`config.mk`:
```
export PLATFORM = sky130hd
export DESIGN_NAME = gpp_port_pair
export DESIGN_NICKNAME = d
export VERILOG_FILES = /design/src/rtl/gpp_pkg.sv /design/src/rtl/gpp_port_pair.sv
export VERILOG_INCLUDE_DIRS = /design/src /design/src/rtl
export SDC_FILE = /design/constraint.sdc
export NUM_CORES = 1
export LEC_CHECK = 0
export BUFFER_PORTS_ARGS = -buffer_cell sky130_fd_sc_hd__buf_4
export CAP_MARGIN = 20
export CELL_PAD_IN_SITES_DETAIL_PLACEMENT = 0
export CELL_PAD_IN_SITES_GLOBAL_PLACEMENT = 1
export CORE_MARGIN = 3
export CORE_UTILIZATION = 41
export DETAILED_ROUTE_END_ITERATION = 6
export GPL_ROUTABILITY_DRIVEN = 1
export PLACE_DENSITY_LB_ADDON = 0.3
export SYNTH_ARGS = -nofsm -noshare
export SYNTH_HDL_FRONTEND = slang
export SYNTH_SLANG_ARGS = --single-unit
```
`constraint.sdc`:
```
create_clock -name clk -period 2.8 [get_ports clk]
set_input_delay 0.14 -clock clk [delete_from_list [all_inputs] [get_ports clk]]
set_output_delay 0.14 -clock clk [all_outputs]
set_load 0.1 [all_outputs]
```
`src/rtl/gpp_params.svh`:
```
// Constants for the two-port pin control block: offsets, reset values.
// Assumes a 32-bit AXI4-Lite slave; offsets are register indices (x4).
// Notes on behaviour
// - Port six: eight bits, per-bit direction.
// - Port six latch sets level and pull-up.
// - Port six input reads pin levels, inverted when select, latch, direction are all one.
// - Select, latch, direction all one: open, inverted read.
// - Select zero: open, pull-up, or driven latch.
// - Select one: slow latch drive, or driven low.
// - Analog inputs see pin level, never inverted.
// - Port six holds pin state during standby.
// - Port four holds pin state during standby.
// - Port four select A zero behaves like six.
// - Plain port four bits follow the A-one table.
// - Bits 0,1 feed interrupts, inverted like read.
// - Bit 3 outputs serial data, four styles.
// - Bit 4 outputs serial data, feeds data input.
// - Bit 5 outputs serial clock, feeds clock input.
// - Bit 6 outputs first PWM, no input.
// - Bit 7 outputs second PWM, same codes.
// - Shared inputs take pin data, not latch.
// - Port four registers at fixed offsets, reset zero.
`ifndef GPP_PARAMS_SVH
`define GPP_PARAMS_SVH
// Register indices; byte address is four times the index
`define GPP_IDX_P4_LAT  16'h7f50
`define GPP_IDX_P4_IN   16'h7f51
`define GPP_IDX_P4_DIR  16'h7f52
`define GPP_IDX_P4_SELA 16'h7f53
`define GPP_IDX_P4_SELB 16'h7ff4
`define GPP_IDX_P6_LAT  16'h7f58
`define GPP_IDX_P6_IN   16'h7f59
`define GPP_IDX_P6_DIR  16'h7f5a
`define GPP_IDX_P6_SEL  16'h7ff6
// Control registers clear to zero
`define GPP_RST_VAL     8'h00
`endif

```
`src/rtl/gpp_pkg.sv`:
```
// Types for the two-port pin control block.
// Assumes gpp_params.svh is included by the user of the package.
package gpp_pkg;
  // Pin drive style chosen per bit
  typedef enum logic [2:0] {
    GPP_OPEN, GPP_PULLUP, GPP_DRIVE, GPP_SLOW, GPP_ODRAIN
  } gpp_drive_t;
  // Slave answer state for reads
  typedef enum logic {GPP_R_IDLE, GPP_R_RESP} gpp_rd_t;
endpackage

```
`src/rtl/gpp_port_pair.sv`:
```
// Pin control for port four and port six with an AXI4-Lite slave.
// Assumes pin inputs synchronous to clk; pad cells apply pull and slew.
`timescale 1ns/10ps
`default_nettype none
`include "gpp_params.svh"
module gpp_port_pair
  import gpp_pkg::*;
(
  // Clock and reset
  input  wire logic        clk,
  input  wire logic        rstn,
  // AXI4-Lite write
  input  wire logic [17:0] s_axi_awaddr,
  input  wire logic        s_axi_awvalid,
  output logic             s_axi_awready,
  input  wire logic [31:0] s_axi_wdata,
  input  wire logic [3:0]  s_axi_wstrb,
  input  wire logic        s_axi_wvalid,
  output logic             s_axi_wready,
  output logic [1:0]       s_axi_bresp,
  output logic             s_axi_bvalid,
  input  wire logic        s_axi_bready,
  // AXI4-Lite read
  input  wire logic [17:0] s_axi_araddr,
  input  wire logic        s_axi_arvalid,
  output logic             s_axi_arready,
  output logic [31:0]      s_axi_rdata,
  output logic [1:0]       s_axi_rresp,
  output logic             s_axi_rvalid,
  input  wire logic        s_axi_rready,
  // Standby request: high while halt, hold or clock-keeping standby
  input  wire logic        standby,
  // Port four pins
  input  wire logic [7:0]  p4_pin_in,
  output logic [7:0]       p4_pin_out,
  output logic [7:0]       p4_pin_oe,
  output logic [7:0]       p4_pull_up,
  output logic [7:0]       p4_slow,
  // Port six pins
  input  wire logic [7:0]  p6_pin_in,
  output logic [7:0]       p6_pin_out,
  output logic [7:0]       p6_pin_oe,
  output logic [7:0]       p6_pull_up,
  output logic [7:0]       p6_slow,
  // On-chip peripheral signals
  input  wire logic        serial_unit_b_data_out,
  input  wire logic        serial_unit_b_clk_out,
  input  wire logic        pwm_unit_first_output,
  input  wire logic        pwm_unit_second_output,
  output logic             external_interrupt_line_a,
  output logic             external_interrupt_line_b,
  output logic             serial_unit_b_data_in,
  output logic             serial_unit_b_clk_in,
  output logic [7:0]       analog_converter_input
);

  // Control registers
  logic [7:0] p4_lat_r;   // Port four output latch
  logic [7:0] p4_dir_r;   // Port four direction
  logic [7:0] p4_sela_r;  // Port four select A
  logic [7:0] p4_selb_r;  // Port four select B
  logic [7:0] p6_lat_r;   // Port six output latch
  logic [7:0] p6_dir_r;   // Port six direction
  logic [7:0] p6_sel_r;   // Port six function select
  // Pin decode results
  logic [7:0] p4_out_nxt, p4_oe_nxt, p4_pu_nxt, p4_slow_nxt, p4_inv;
  logic [7:0] p6_out_nxt, p6_oe_nxt, p6_pu_nxt, p6_slow_nxt, p6_inv;
  logic [7:0] p4_alt;     // Peripheral output per port four bit
  // Bus state
  logic       aw_held_r, w_held_r;
  logic [15:0] aw_idx_r;
  logic [31:0] wdata_r;
  logic [3:0]  wstrb_r;
  gpp_rd_t     rd_st_r;

  // Address to index: byte address over four
  function automatic logic [15:0] idx_of(input logic [17:0] a);
    idx_of = a[17:2];
  endfunction

  // Decode one pin: {out, oe, pull, slow, inv}
  // Port six uses sela=0 with its select as selb.
  function automatic logic [4:0] pin_dec(input logic sa, input logic sb,
                                         input logic lat, input logic dir,
                                         input logic alt);
    gpp_drive_t m;
    logic o;
    logic inv;
    m = GPP_OPEN;
    o = 1'b0;
    inv = 1'b0;
    case ({sa, sb, lat, dir})
      4'b0000: m = GPP_OPEN;
      4'b0010: m = GPP_PULLUP;
      4'b0001: begin m = GPP_DRIVE; o = 1'b0; end
      4'b0011: begin m = GPP_DRIVE; o = 1'b1; end
      4'b0100: begin m = GPP_SLOW; o = 1'b0; end
      4'b0110: begin m = GPP_SLOW; o = 1'b1; end
      4'b0101: begin m = GPP_DRIVE; o = 1'b0; end
      4'b0111: begin m = GPP_OPEN; inv = 1'b1; end
      4'b1000: begin m = GPP_DRIVE; o = 1'b0; end
      4'b1010: begin m = GPP_DRIVE; o = ~alt; inv = 1'b1; end
      4'b1001: begin m = GPP_DRIVE; o = alt; end
      4'b1011: begin m = GPP_DRIVE; o = 1'b1; end
      4'b1100: begin m = GPP_SLOW; o = 1'b0; end
      4'b1110: begin m = GPP_SLOW; o = alt; end
      4'b1101: begin m = GPP_ODRAIN; o = alt; end
      default: m = GPP_OPEN;
    endcase
    // Open drain pulls low only; high is released
    pin_dec = {o & (m != GPP_ODRAIN),
               (m == GPP_DRIVE) | (m == GPP_SLOW) | ((m == GPP_ODRAIN) & ~alt),
               m == GPP_PULLUP, m == GPP_SLOW, inv};
  endfunction

  // Peripheral outputs; plain bits carry high so 1010 drives low, 1001 high
  assign p4_alt = {pwm_unit_second_output, pwm_unit_first_output,
                   serial_unit_b_clk_out, serial_unit_b_data_out,
                   serial_unit_b_data_out, 3'b111};

  // Per-bit decode of both ports
  genvar g;
  generate
    for (g = 0; g < 8; g++) begin : g_bit
      // Port four: select A zero falls back to the port six table
      assign {p4_out_nxt[g], p4_oe_nxt[g], p4_pu_nxt[g], p4_slow_nxt[g], p4_inv[g]} =
        pin_dec(p4_sela_r[g], p4_selb_r[g], p4_lat_r[g], p4_dir_r[g], p4_alt[g]);
      // Port six: one select bit, each bit its own direction
      assign {p6_out_nxt[g], p6_oe_nxt[g], p6_pu_nxt[g], p6_slow_nxt[g], p6_inv[g]} =
        pin_dec(1'b0, p6_sel_r[g], p6_lat_r[g], p6_dir_r[g], 1'b1);
    end
  endgenerate

  // Pin drive registers; frozen while in standby
  always_ff @(posedge clk or negedge rstn) begin
    if (!rstn) begin
      p4_pin_out <= 8'h00;
      p4_pin_oe  <= 8'h00;
      p4_pull_up <= 8'h00;
      p4_slow    <= 8'h00;
      p6_pin_out <= 8'h00;
      p6_pin_oe  <= 8'h00;
      p6_pull_up <= 8'h00;
      p6_slow    <= 8'h00;
    end else if (!standby) begin
      p4_pin_out <= p4_out_nxt;
      p4_pin_oe  <= p4_oe_nxt;
      p4_pull_up <= p4_pu_nxt;
      p4_slow    <= p4_slow_nxt;
      p6_pin_out <= p6_out_nxt;
      p6_pin_oe  <= p6_oe_nxt;
      p6_pull_up <= p6_pu_nxt;
      p6_slow    <= p6_slow_nxt;
    end // Standby keeps the entry state
  end

  // Shared inputs: pin data; port four ones inverted exactly where the read is inverted, analog never
  always_ff @(posedge clk or negedge rstn) begin
    if (!rstn) begin
      external_interrupt_line_a <= 1'b0;
      external_interrupt_line_b <= 1'b0;
      serial_unit_b_data_in     <= 1'b0;
      serial_unit_b_clk_in      <= 1'b0;
      analog_converter_input    <= 8'h00;
    end else begin
      external_interrupt_line_a <= p4_pin_in[0] ^ p4_inv[0];
      external_interrupt_line_b <= p4_pin_in[1] ^ p4_inv[1];
      serial_unit_b_data_in     <= p4_pin_in[4] ^ p4_inv[4];
      serial_unit_b_clk_in      <= p4_pin_in[5] ^ p4_inv[5];
      analog_converter_input    <= p6_pin_in;
    end
  end

  // Write channel: address and data taken in either order
  assign s_axi_awready = !aw_held_r && !s_axi_bvalid;
  assign s_axi_wready  = !w_held_r && !s_axi_bvalid;
  assign s_axi_bresp   = 2'b00;

  always_ff @(posedge clk or negedge rstn) begin
    if (!rstn) begin
      aw_held_r <= 1'b0;
      w_held_r  <= 1'b0;
      aw_idx_r  <= 16'h0000;
      wdata_r   <= 32'h0000_0000;
      wstrb_r   <= 4'h0;
      s_axi_bvalid <= 1'b0;
    end else begin
      if (s_axi_awvalid && s_axi_awready) begin
        aw_held_r <= 1'b1;
        aw_idx_r  <= idx_of(s_axi_awaddr);
      end
      if (s_axi_wvalid && s_axi_wready) begin
        w_held_r <= 1'b1;
        wdata_r  <= s_axi_wdata;
        wstrb_r  <= s_axi_wstrb;
      end
      if (aw_held_r && w_held_r) begin
        aw_held_r    <= 1'b0;
        w_held_r     <= 1'b0;
        s_axi_bvalid <= 1'b1;
      end else if (s_axi_bvalid && s_axi_bready) begin
        s_axi_bvalid <= 1'b0;
      end
    end
  end

  // Register writes; unmapped and read-only indices ignore the data
  always_ff @(posedge clk or negedge rstn) begin
    if (!rstn) begin
      p4_lat_r  <= `GPP_RST_VAL;
      p4_dir_r  <= `GPP_RST_VAL;
      p4_sela_r <= `GPP_RST_VAL;
      p4_selb_r <= `GPP_RST_VAL;
      p6_lat_r  <= `GPP_RST_VAL;
      p6_dir_r  <= `GPP_RST_VAL;
      p6_sel_r  <= `GPP_RST_VAL;
    end else if (aw_held_r && w_held_r && wstrb_r[0]) begin
      case (aw_idx_r)
        `GPP_IDX_P4_LAT:  p4_lat_r  <= wdata_r[7:0];
        `GPP_IDX_P4_DIR:  p4_dir_r  <= wdata_r[7:0];
        `GPP_IDX_P4_SELA: p4_sela_r <= wdata_r[7:0];
        `GPP_IDX_P4_SELB: p4_selb_r <= wdata_r[7:0];
        `GPP_IDX_P6_LAT:  p6_lat_r  <= wdata_r[7:0];
        `GPP_IDX_P6_DIR:  p6_dir_r  <= wdata_r[7:0];
        `GPP_IDX_P6_SEL:  p6_sel_r  <= wdata_r[7:0];
        default: ;
      endcase
    end
  end

  // Read channel: one read at a time, answer one cycle after address
  assign s_axi_arready = (rd_st_r == GPP_R_IDLE);
  assign s_axi_rvalid  = (rd_st_r == GPP_R_RESP);

  always_ff @(posedge clk or negedge rstn) begin
    if (!rstn) begin
      rd_st_r     <= GPP_R_IDLE;
      s_axi_rdata <= 32'h0000_0000;
      s_axi_rresp <= 2'b00;
    end else begin
      case (rd_st_r)
        GPP_R_IDLE: begin
          if (s_axi_arvalid) begin
            rd_st_r     <= GPP_R_RESP;
            s_axi_rresp <= 2'b00;
            case (idx_of(s_axi_araddr))
              `GPP_IDX_P4_LAT:  s_axi_rdata <= {24'h0, p4_lat_r};
              `GPP_IDX_P4_IN:   s_axi_rdata <= {24'h0, p4_pin_in ^ p4_inv};
              `GPP_IDX_P4_DIR:  s_axi_rdata <= {24'h0, p4_dir_r};
              `GPP_IDX_P4_SELA: s_axi_rdata <= {24'h0, p4_sela_r};
              `GPP_IDX_P4_SELB: s_axi_rdata <= {24'h0, p4_selb_r};
              `GPP_IDX_P6_LAT:  s_axi_rdata <= {24'h0, p6_lat_r};
              `GPP_IDX_P6_IN:   s_axi_rdata <= {24'h0, p6_pin_in ^ p6_inv};
              `GPP_IDX_P6_DIR:  s_axi_rdata <= {24'h0, p6_dir_r};
              `GPP_IDX_P6_SEL:  s_axi_rdata <= {24'h0, p6_sel_r};
              default: begin
                s_axi_rdata <= 32'h0000_0000;
                s_axi_rresp <= 2'b10;  // Unmapped: slave error
              end
            endcase
          end
        end
        GPP_R_RESP: if (s_axi_rready) rd_st_r <= GPP_R_IDLE;
        default: rd_st_r <= GPP_R_IDLE;
      endcase
    end
  end
endmodule
`default_nettype wire

```
==> results of run 1 <==
[state kept, by name (all words and copies together) (netlist names), 8 cells and up]
| name | cells |
|---|---|
| p6_pin_oe | 8 |
| p4_sela_r | 8 |
| p4_pull_up | 8 |
| p6_sel_r | 8 |
| p4_pin_out | 8 |
| p4_selb_r | 8 |
| p6_dir_r | 8 |
| p6_lat_r | 8 |
| aw_idx_r | 16 |
| analog_converter_input | 8 |
| p4_slow | 8 |
| wdata_r | 8 |
| p6_pin_out | 8 |
| p6_pull_up | 8 |
| p6_slow | 8 |
| s_axi_rdata | 8 |
| p4_pin_oe | 8 |
| p4_lat_r | 8 |
| p4_dir_r | 8 |
[area by class of cell]
| class | count | area [um^2] | area share (%) |
|---|---|---|---|
| sequential | 170 | 4254 | 40.51 |
| multi-input combinational | 546 | 3637 | 34.63 |
| timing repair buffer | 209 | 1683 | 16.02 |
| clock buffer | 19 | 442.9 | 4.217 |
| tap | 265 | 331.6 | 3.157 |
| clock inverter | 13 | 112.6 | 1.072 |
| inverter | 10 | 41.29 | 0.3931 |
[power breakdown]
part	internal, W	total [W]	switching (W)
clock	0.00118	0.00223	0.00104
combinational	0.000458	0.00141	0.000947
sequential	0.00270	0.00298	0.000281
total	0.00434	0.00661	0.00227
[layer usage]
metal	share of wire, %	up-vias
met5	0	-
met4	1.4	0
met3	6.1	24
met2	49	179
met1	44	3135
li1	-	3078
[stage by stage]
step                power [W]  utilization [%]  instance area, um^2
floorplan            0.003998                -                 8308
CTS                  0.006665            53.79                10500
global route         0.006901            53.79                10500
global placement     0.004371            48.94                 9557
finish               0.006609            53.79                10500
detailed placement   0.004396            48.94                 9557
[timing repair]
item	4_1_cts	5_1_grt
hold endpoints to repair	105	0
resized for setup	0	0
hold buffers	39	0
[cell families after synthesis]
family | Yosys count
compound gates | 160
xor+xnor | 22
buf+inv | 81
flops | 170
mux | 90
other cells | 1
simple gates | 247
[worst max path at each step]
stage / from / to / slack, ns / cells past startpoint
floorplan: s_axi_bvalid / wdata_r[0] / 0.003 / 4
global placement: aw_held_r / p4_lat_r[4] / 0.37 / 5
detailed placement: aw_held_r / p4_lat_r[4] / 0.35 / 5
CTS: aw_held_r / p6_lat_r[0] / 0.33 / 5
global route: aw_held_r / p4_lat_r[1] / 0.21 / 5
finish: aw_idx_r[15] / p4_lat_r[1] / 0.34 / 5
[placed cells by master (no fill, tap or decap), types with 11 or more instances in the layout]
cell type      instances
a21oi_1               14
buf_4                168
clkbuf_16             17
conb_1                27
dfrtp_1              170
dlygate4sd3_1         39
mux2_2                82
nand2_1               91
nand2b_1              18
nand3_1               22
nor2_1                41
o21ai_0               76
xnor2_1               11
xor2_1                11
[critical path: cells and delay by family (launching register included)]
kind,cells,cell delay [ns]
and+or+nand+nor,4,1.58
muxes,1,0.39
DFF,1,0.38
==> run summary, run 1 <==
Outcome -> finished clean
Critical Path RT -> 3.12 ns
Cell count of the worst reg-to-reg path -> 5
Fin Setup TNS -> 0 ns
Maximum clock skew at final layout -> 0.01059 ns
Max-cap check violation count -> 0
Highest clock frequency the design can meet -> 0.4062 GHz
Biggest fanout along the worst timing path -> 8
Total global routing track utilization -> 19.13%
First-pass GRT wire length -> 32,910 um
Number of vias per cell -> 5.208
Sink count of the clock tree -> 170
Port-buffer cells -> 158
Share of the synthesized area in compound gates (AO/OA/AOI/OAI) -> 12.40%
Simple-gate share of the synthesized area -> 16.03%
Final wirelength -> 20,730 um
Post-detailed-route DRC marker count -> 0
Combinational family with the most area after synthesis -> simple AND/OR/NAND/NOR gates
Final setup violation count -> 0
Multiplexer share of the synthesized area -> 12.24%
Vertical extent of the die -> 147.4 um
Core region area -> 19,530 um^2
Final Slew Violations -> 0
Crit end category -> flop
Horizontal extent of the die -> 147.4 um
Cell types occupying the most area after synthesis -> dfrtp_1, mux2_2, o21ai_0
Number of buffers created by CTS -> 17
Adder-Cell Fraction of Synth Area -> 0%
Global-route track usage on met1 -> 25.38%
Number of buffers on the longest clock path -> 2
Area of the mapped netlist -> 8197 um^2
Post-synthesis async set-or-reset flop share -> 100.0%
Delay of the slowest critical-path stage -> 0.53 ns
Worst setup slack after layout -> 0.3380 ns
Number of placement rows -> 51
Post-synthesis instance total -> 771
Synth Area per Inst -> 10.63 um^2
Number of levels the H-tree was split into -> 4
Cell type with the highest aggregate area in the netlist -> dfrtp_1
Seq/Total Area, Yosys -> 51.90%
I/O Pins -> 217
Endpoints failing hold -> 0
Overflow left after global routing -> 0
Crit path max-delay cell type -> or4_4
Layout cell share with drive strength beyond 1 -> 30.92%
Share of the synthesized area in the top cell type -> 51.90%
Initial Util -> 41.98%
Peak VDD IR -> 0.8184 mV
Clock-pin slew of the registers on the worst-case setup and hold paths -> 0.07 ns
CTS tree -> built
Worst setup slack for register-to-register paths -> 0.34 ns
Area delta synth->final -> 28.13%
Ant diodes -> 0
Leakage power summed over all cells -> 4.850 nW
Number of synthesized flops with an enable pin -> 0
Most used standard cells in the synthesized netlist -> dfrtp_1, nand2_1, mux2_2
Wire length per cell after detailed routing -> 16.82 um
Number of global-route vias before repair -> 6,142
Seq cells post-synth -> 170
Critical path cell sequence -> nand3b_1, or4_4, or3_1, nor3b_4, mux2_2
Slew margin rel. -> 39.70%
Global-route layer with the greatest usage -> met2
Clock insertion delay at the later pin of the skew report -> 0.44 ns
Setup Fix Bufs, Post-CTS -> 0
Final Net Count -> 1,054
Hold Crit Start -> p4_pin_in[1]
Number of placed instances with taps included -> 1,161
Most frequently used cell type in the post-synthesis netlist -> dfrtp_1
Minimum period implied by the final worst setup slack -> 2.462 ns
Worst reg2reg endpoint -> p4_lat_r[1]
Setup repair after global routing missed its margin -> no
Parity-gate share of the synthesized area counting xor and xnor cells -> 2.351%
Non-Filler Instances -> 1,232
RePlAce Congestion -> 0.8646
Hold-critical path depth -> 2
CTS root buf -> clkbuf_16
Half-perimeter wire length after detailed placement -> 15,200 um
Iteration-0 DRC Markers -> 353
Final-layout worst hold slack -> 0.005471 ns
Class of the most critical hold timing path -> in -> reg
Antenna violations before repair -> 0
Residual antenna-violating net count after detailed routing -> 0
Number of distinct library cells after synthesis -> 61
Maximum number of pins on one net before global-route repair -> 104
R2r startpoint -> aw_idx_r[15]
Critical Path AT -> 2.78 ns
Launching element type of the critical path -> flop
Die area -> 21,720 um^2
Slew of the pin with the lowest slew margin -> 0.9045 ns
Layout filler cell count -> 1,785
DRT Pass-1 Iters -> 7
Crit path kind -> reg -> reg
Total power divided by cell area -> 629.2 nW/um^2
Worst min-delay path endpoint -> external_interrupt_line_b
Detailed-route via count -> 6,416
Met2 usage -> 31.57%
GR met3 Demand/Resource -> 4.813%
Period utilization -> 87.93%
Post-place setup slack -> 0.3450 ns
Most instantiated flip-flop cell in the synthesis netlist -> dfrtp_1
Ys Warns -> 0
Note: power is estimated with default switching activity, not from simulation.
==> inputs of run 2 (changes only) <==
==> constraint.sdc (replaced) <==
create_clock -name clk -period 2.8 [get_ports clk]
set_input_delay 0.56 -clock clk [delete_from_list [all_inputs] [get_ports clk]]
set_output_delay 0.56 -clock clk [all_outputs]
set_load 0.1 [all_outputs]
==> run summary, run 2 (same netlist as run 1, synthesis figures left out) <==
Number of buffers on the longest clock path -> 2
Iteration-0 DRC Markers -> 317
Minimum period implied by the final worst setup slack -> 2.444 ns
Delay of the slowest critical-path stage -> 0.51 ns
Number of global-route vias before repair -> 6,016
Maximum number of pins on one net before global-route repair -> 87
Final setup violation count -> 0
Final wirelength -> 20,250 um
Biggest fanout along the worst timing path -> 8
Setup repair after global routing missed its margin -> no
Residual antenna-violating net count after detailed routing -> 0
Clock insertion delay at the later pin of the skew report -> 0.43 ns
CTS root buf -> clkbuf_16
Wire length per cell after detailed routing -> 16.93 um
Core region area -> 19,530 um^2
Final Slew Violations -> 0
Port-buffer cells -> 158
Ant diodes -> 0
Clock-pin slew of the registers on the worst-case setup and hold paths -> 0.06 ns
Setup Fix Bufs, Post-CTS -> 0
Number of buffers created by CTS -> 17
Final standard cell utilization of the core -> 52.03%
Sink count of the clock tree -> 170
Number of gates resized after cts -> 0
Max FFs per register -> 16
DRT Pass-1 Iters -> 4
RePlAce Congestion -> 0.8526
Number of placed instances with taps included -> 1,164
CTS tree -> built
Area taken by flip-flops and latches -> 4254 um^2
Non-Filler Instances -> 1,196
Maximum clock skew at final layout -> 0.009559 ns
First-pass GRT wire length -> 32,110 um
Final-layout worst hold slack -> 0.2571 ns
Die area -> 21,720 um^2
Critical Path AT -> 2.75 ns
Count of hold buffers inserted by post-cts repair -> 1
Area used by multi-input combinational logic -> 3637 um^2
Vertical extent of the die -> 147.4 um
I/O Pins -> 217
Slew of the pin with the lowest slew margin -> 0.7901 ns
Horizontal extent of the die -> 147.4 um
Most frequent cells in the layout -> dfrtp_1, buf_4, nand2_1
Crit path max-delay cell type -> or4_4
Highest clock frequency the design can meet -> 0.4092 GHz
Number of vias per cell -> 5.187
Post-place setup slack -> 0.3478 ns
Post-detailed-route DRC marker count -> 0
Critical path cell sequence -> nand2_1, or4_4, or3_1, nor3b_4, mux2_2
Worst setup slack after layout -> 0.3559 ns
Max-cap check violation count -> 0
Register with the most flip-flops -> aw_idx_r
Class of the most critical hold timing path -> in -> reg
Antenna violations before repair -> 0
Number of placement rows -> 51
Total global routing track utilization -> 18.63%
Half-perimeter wire length after detailed placement -> 15,030 um
Layout cell share with drive strength beyond 1 -> 32.22%
Endpoints failing hold -> 0
Slew margin rel. -> 47.33%
Number of levels the H-tree was split into -> 4
Final Net Count -> 1,019
Initial Util -> 41.98%
Overflow left after global routing -> 0
Launching element type of the critical path -> flop
Area delta synth->final -> 23.95%
Peak VDD IR -> 0.8446 mV
Most common library cell in the layout ignoring fill and taps -> dfrtp_1
Crit end category -> flop
Fin Setup TNS -> 0 ns
Critical Path RT -> 3.11 ns
Outcome -> finished clean
Total power divided by cell area -> 643.0 nW/um^2
Crit path kind -> reg -> reg
Leakage power summed over all cells -> 4.721 nW
Layout filler cell count -> 1,835
Period utilization -> 87.29%
Detailed-route via count -> 6,204
==> run 2: layout make-up <==
class | count | area share, %
timing repair buffer | 174 | 13.29
tap | 265 | 3.264
clock buffer | 20 | 4.397
inverter | 10 | 0.4064
multi-input combinational | 546 | 35.80
clock inverter | 11 | 0.9729
sequential | 170 | 41.87
==> run 2: through the flow <==
stage | total power [W] | instance area, um^2
finish | 0.006533 | 10160
global route | 0.006812 | 10160
CTS | 0.006607 | 10160
detailed placement | 0.004389 | 9604
global placement | 0.004373 | 9604
floorplan | 0.003998 | 8308
==> run 2: critical path: cells and delay by family, from the launching register on <==
kind             cells  cell delay (ns)
AND/OR/NAND/NOR      4             1.50
flip-flops           1             0.43
multiplexers         1             0.38
==> run 2: path summary, 6_finish.rpt <==
check                                       endpoint  cells past startpoint  slack [ns]     startpoint
setup / recovery                         p4_lat_r[0]                      5        0.36      aw_held_r
hold / removal             analog_converter_input[4]                      1        0.26   p6_pin_in[4]
setup reg to reg                         p4_lat_r[0]                      5        0.36      aw_held_r
hold reg to reg                        p6_pin_out[1]                      2        0.48  p6_pin_out[1]
max in group asynchronous                p4_dir_r[6]                      3        1.52           rstn
min in group asynchronous               p4_pin_oe[4]                      2        0.57           rstn
==> run 2: per-layer routing <==
layer / routed length [um] / up-vias / GRT usage, %
met1: 8926 / 3017 / 24.46
met2: 9892 / 162 / 30.67
li1: - / 3012 / -
met3: 1249 / 13 / 5.242
met5: 0 / - / 0
met4: 177 / 0 / 4.939
==> run 2: power by group <==
part | leakage (nW) | total [W] | switching, W | internal [W]
Combinational | 2.18 | 0.00136 | 0.000938 | 0.000427
Sequential | 2.27 | 0.00297 | 0.000271 | 0.00270
Clock | 0.262 | 0.00220 | 0.000959 | 0.00124
Total | 4.72 | 0.00653 | 0.00217 | 0.00437
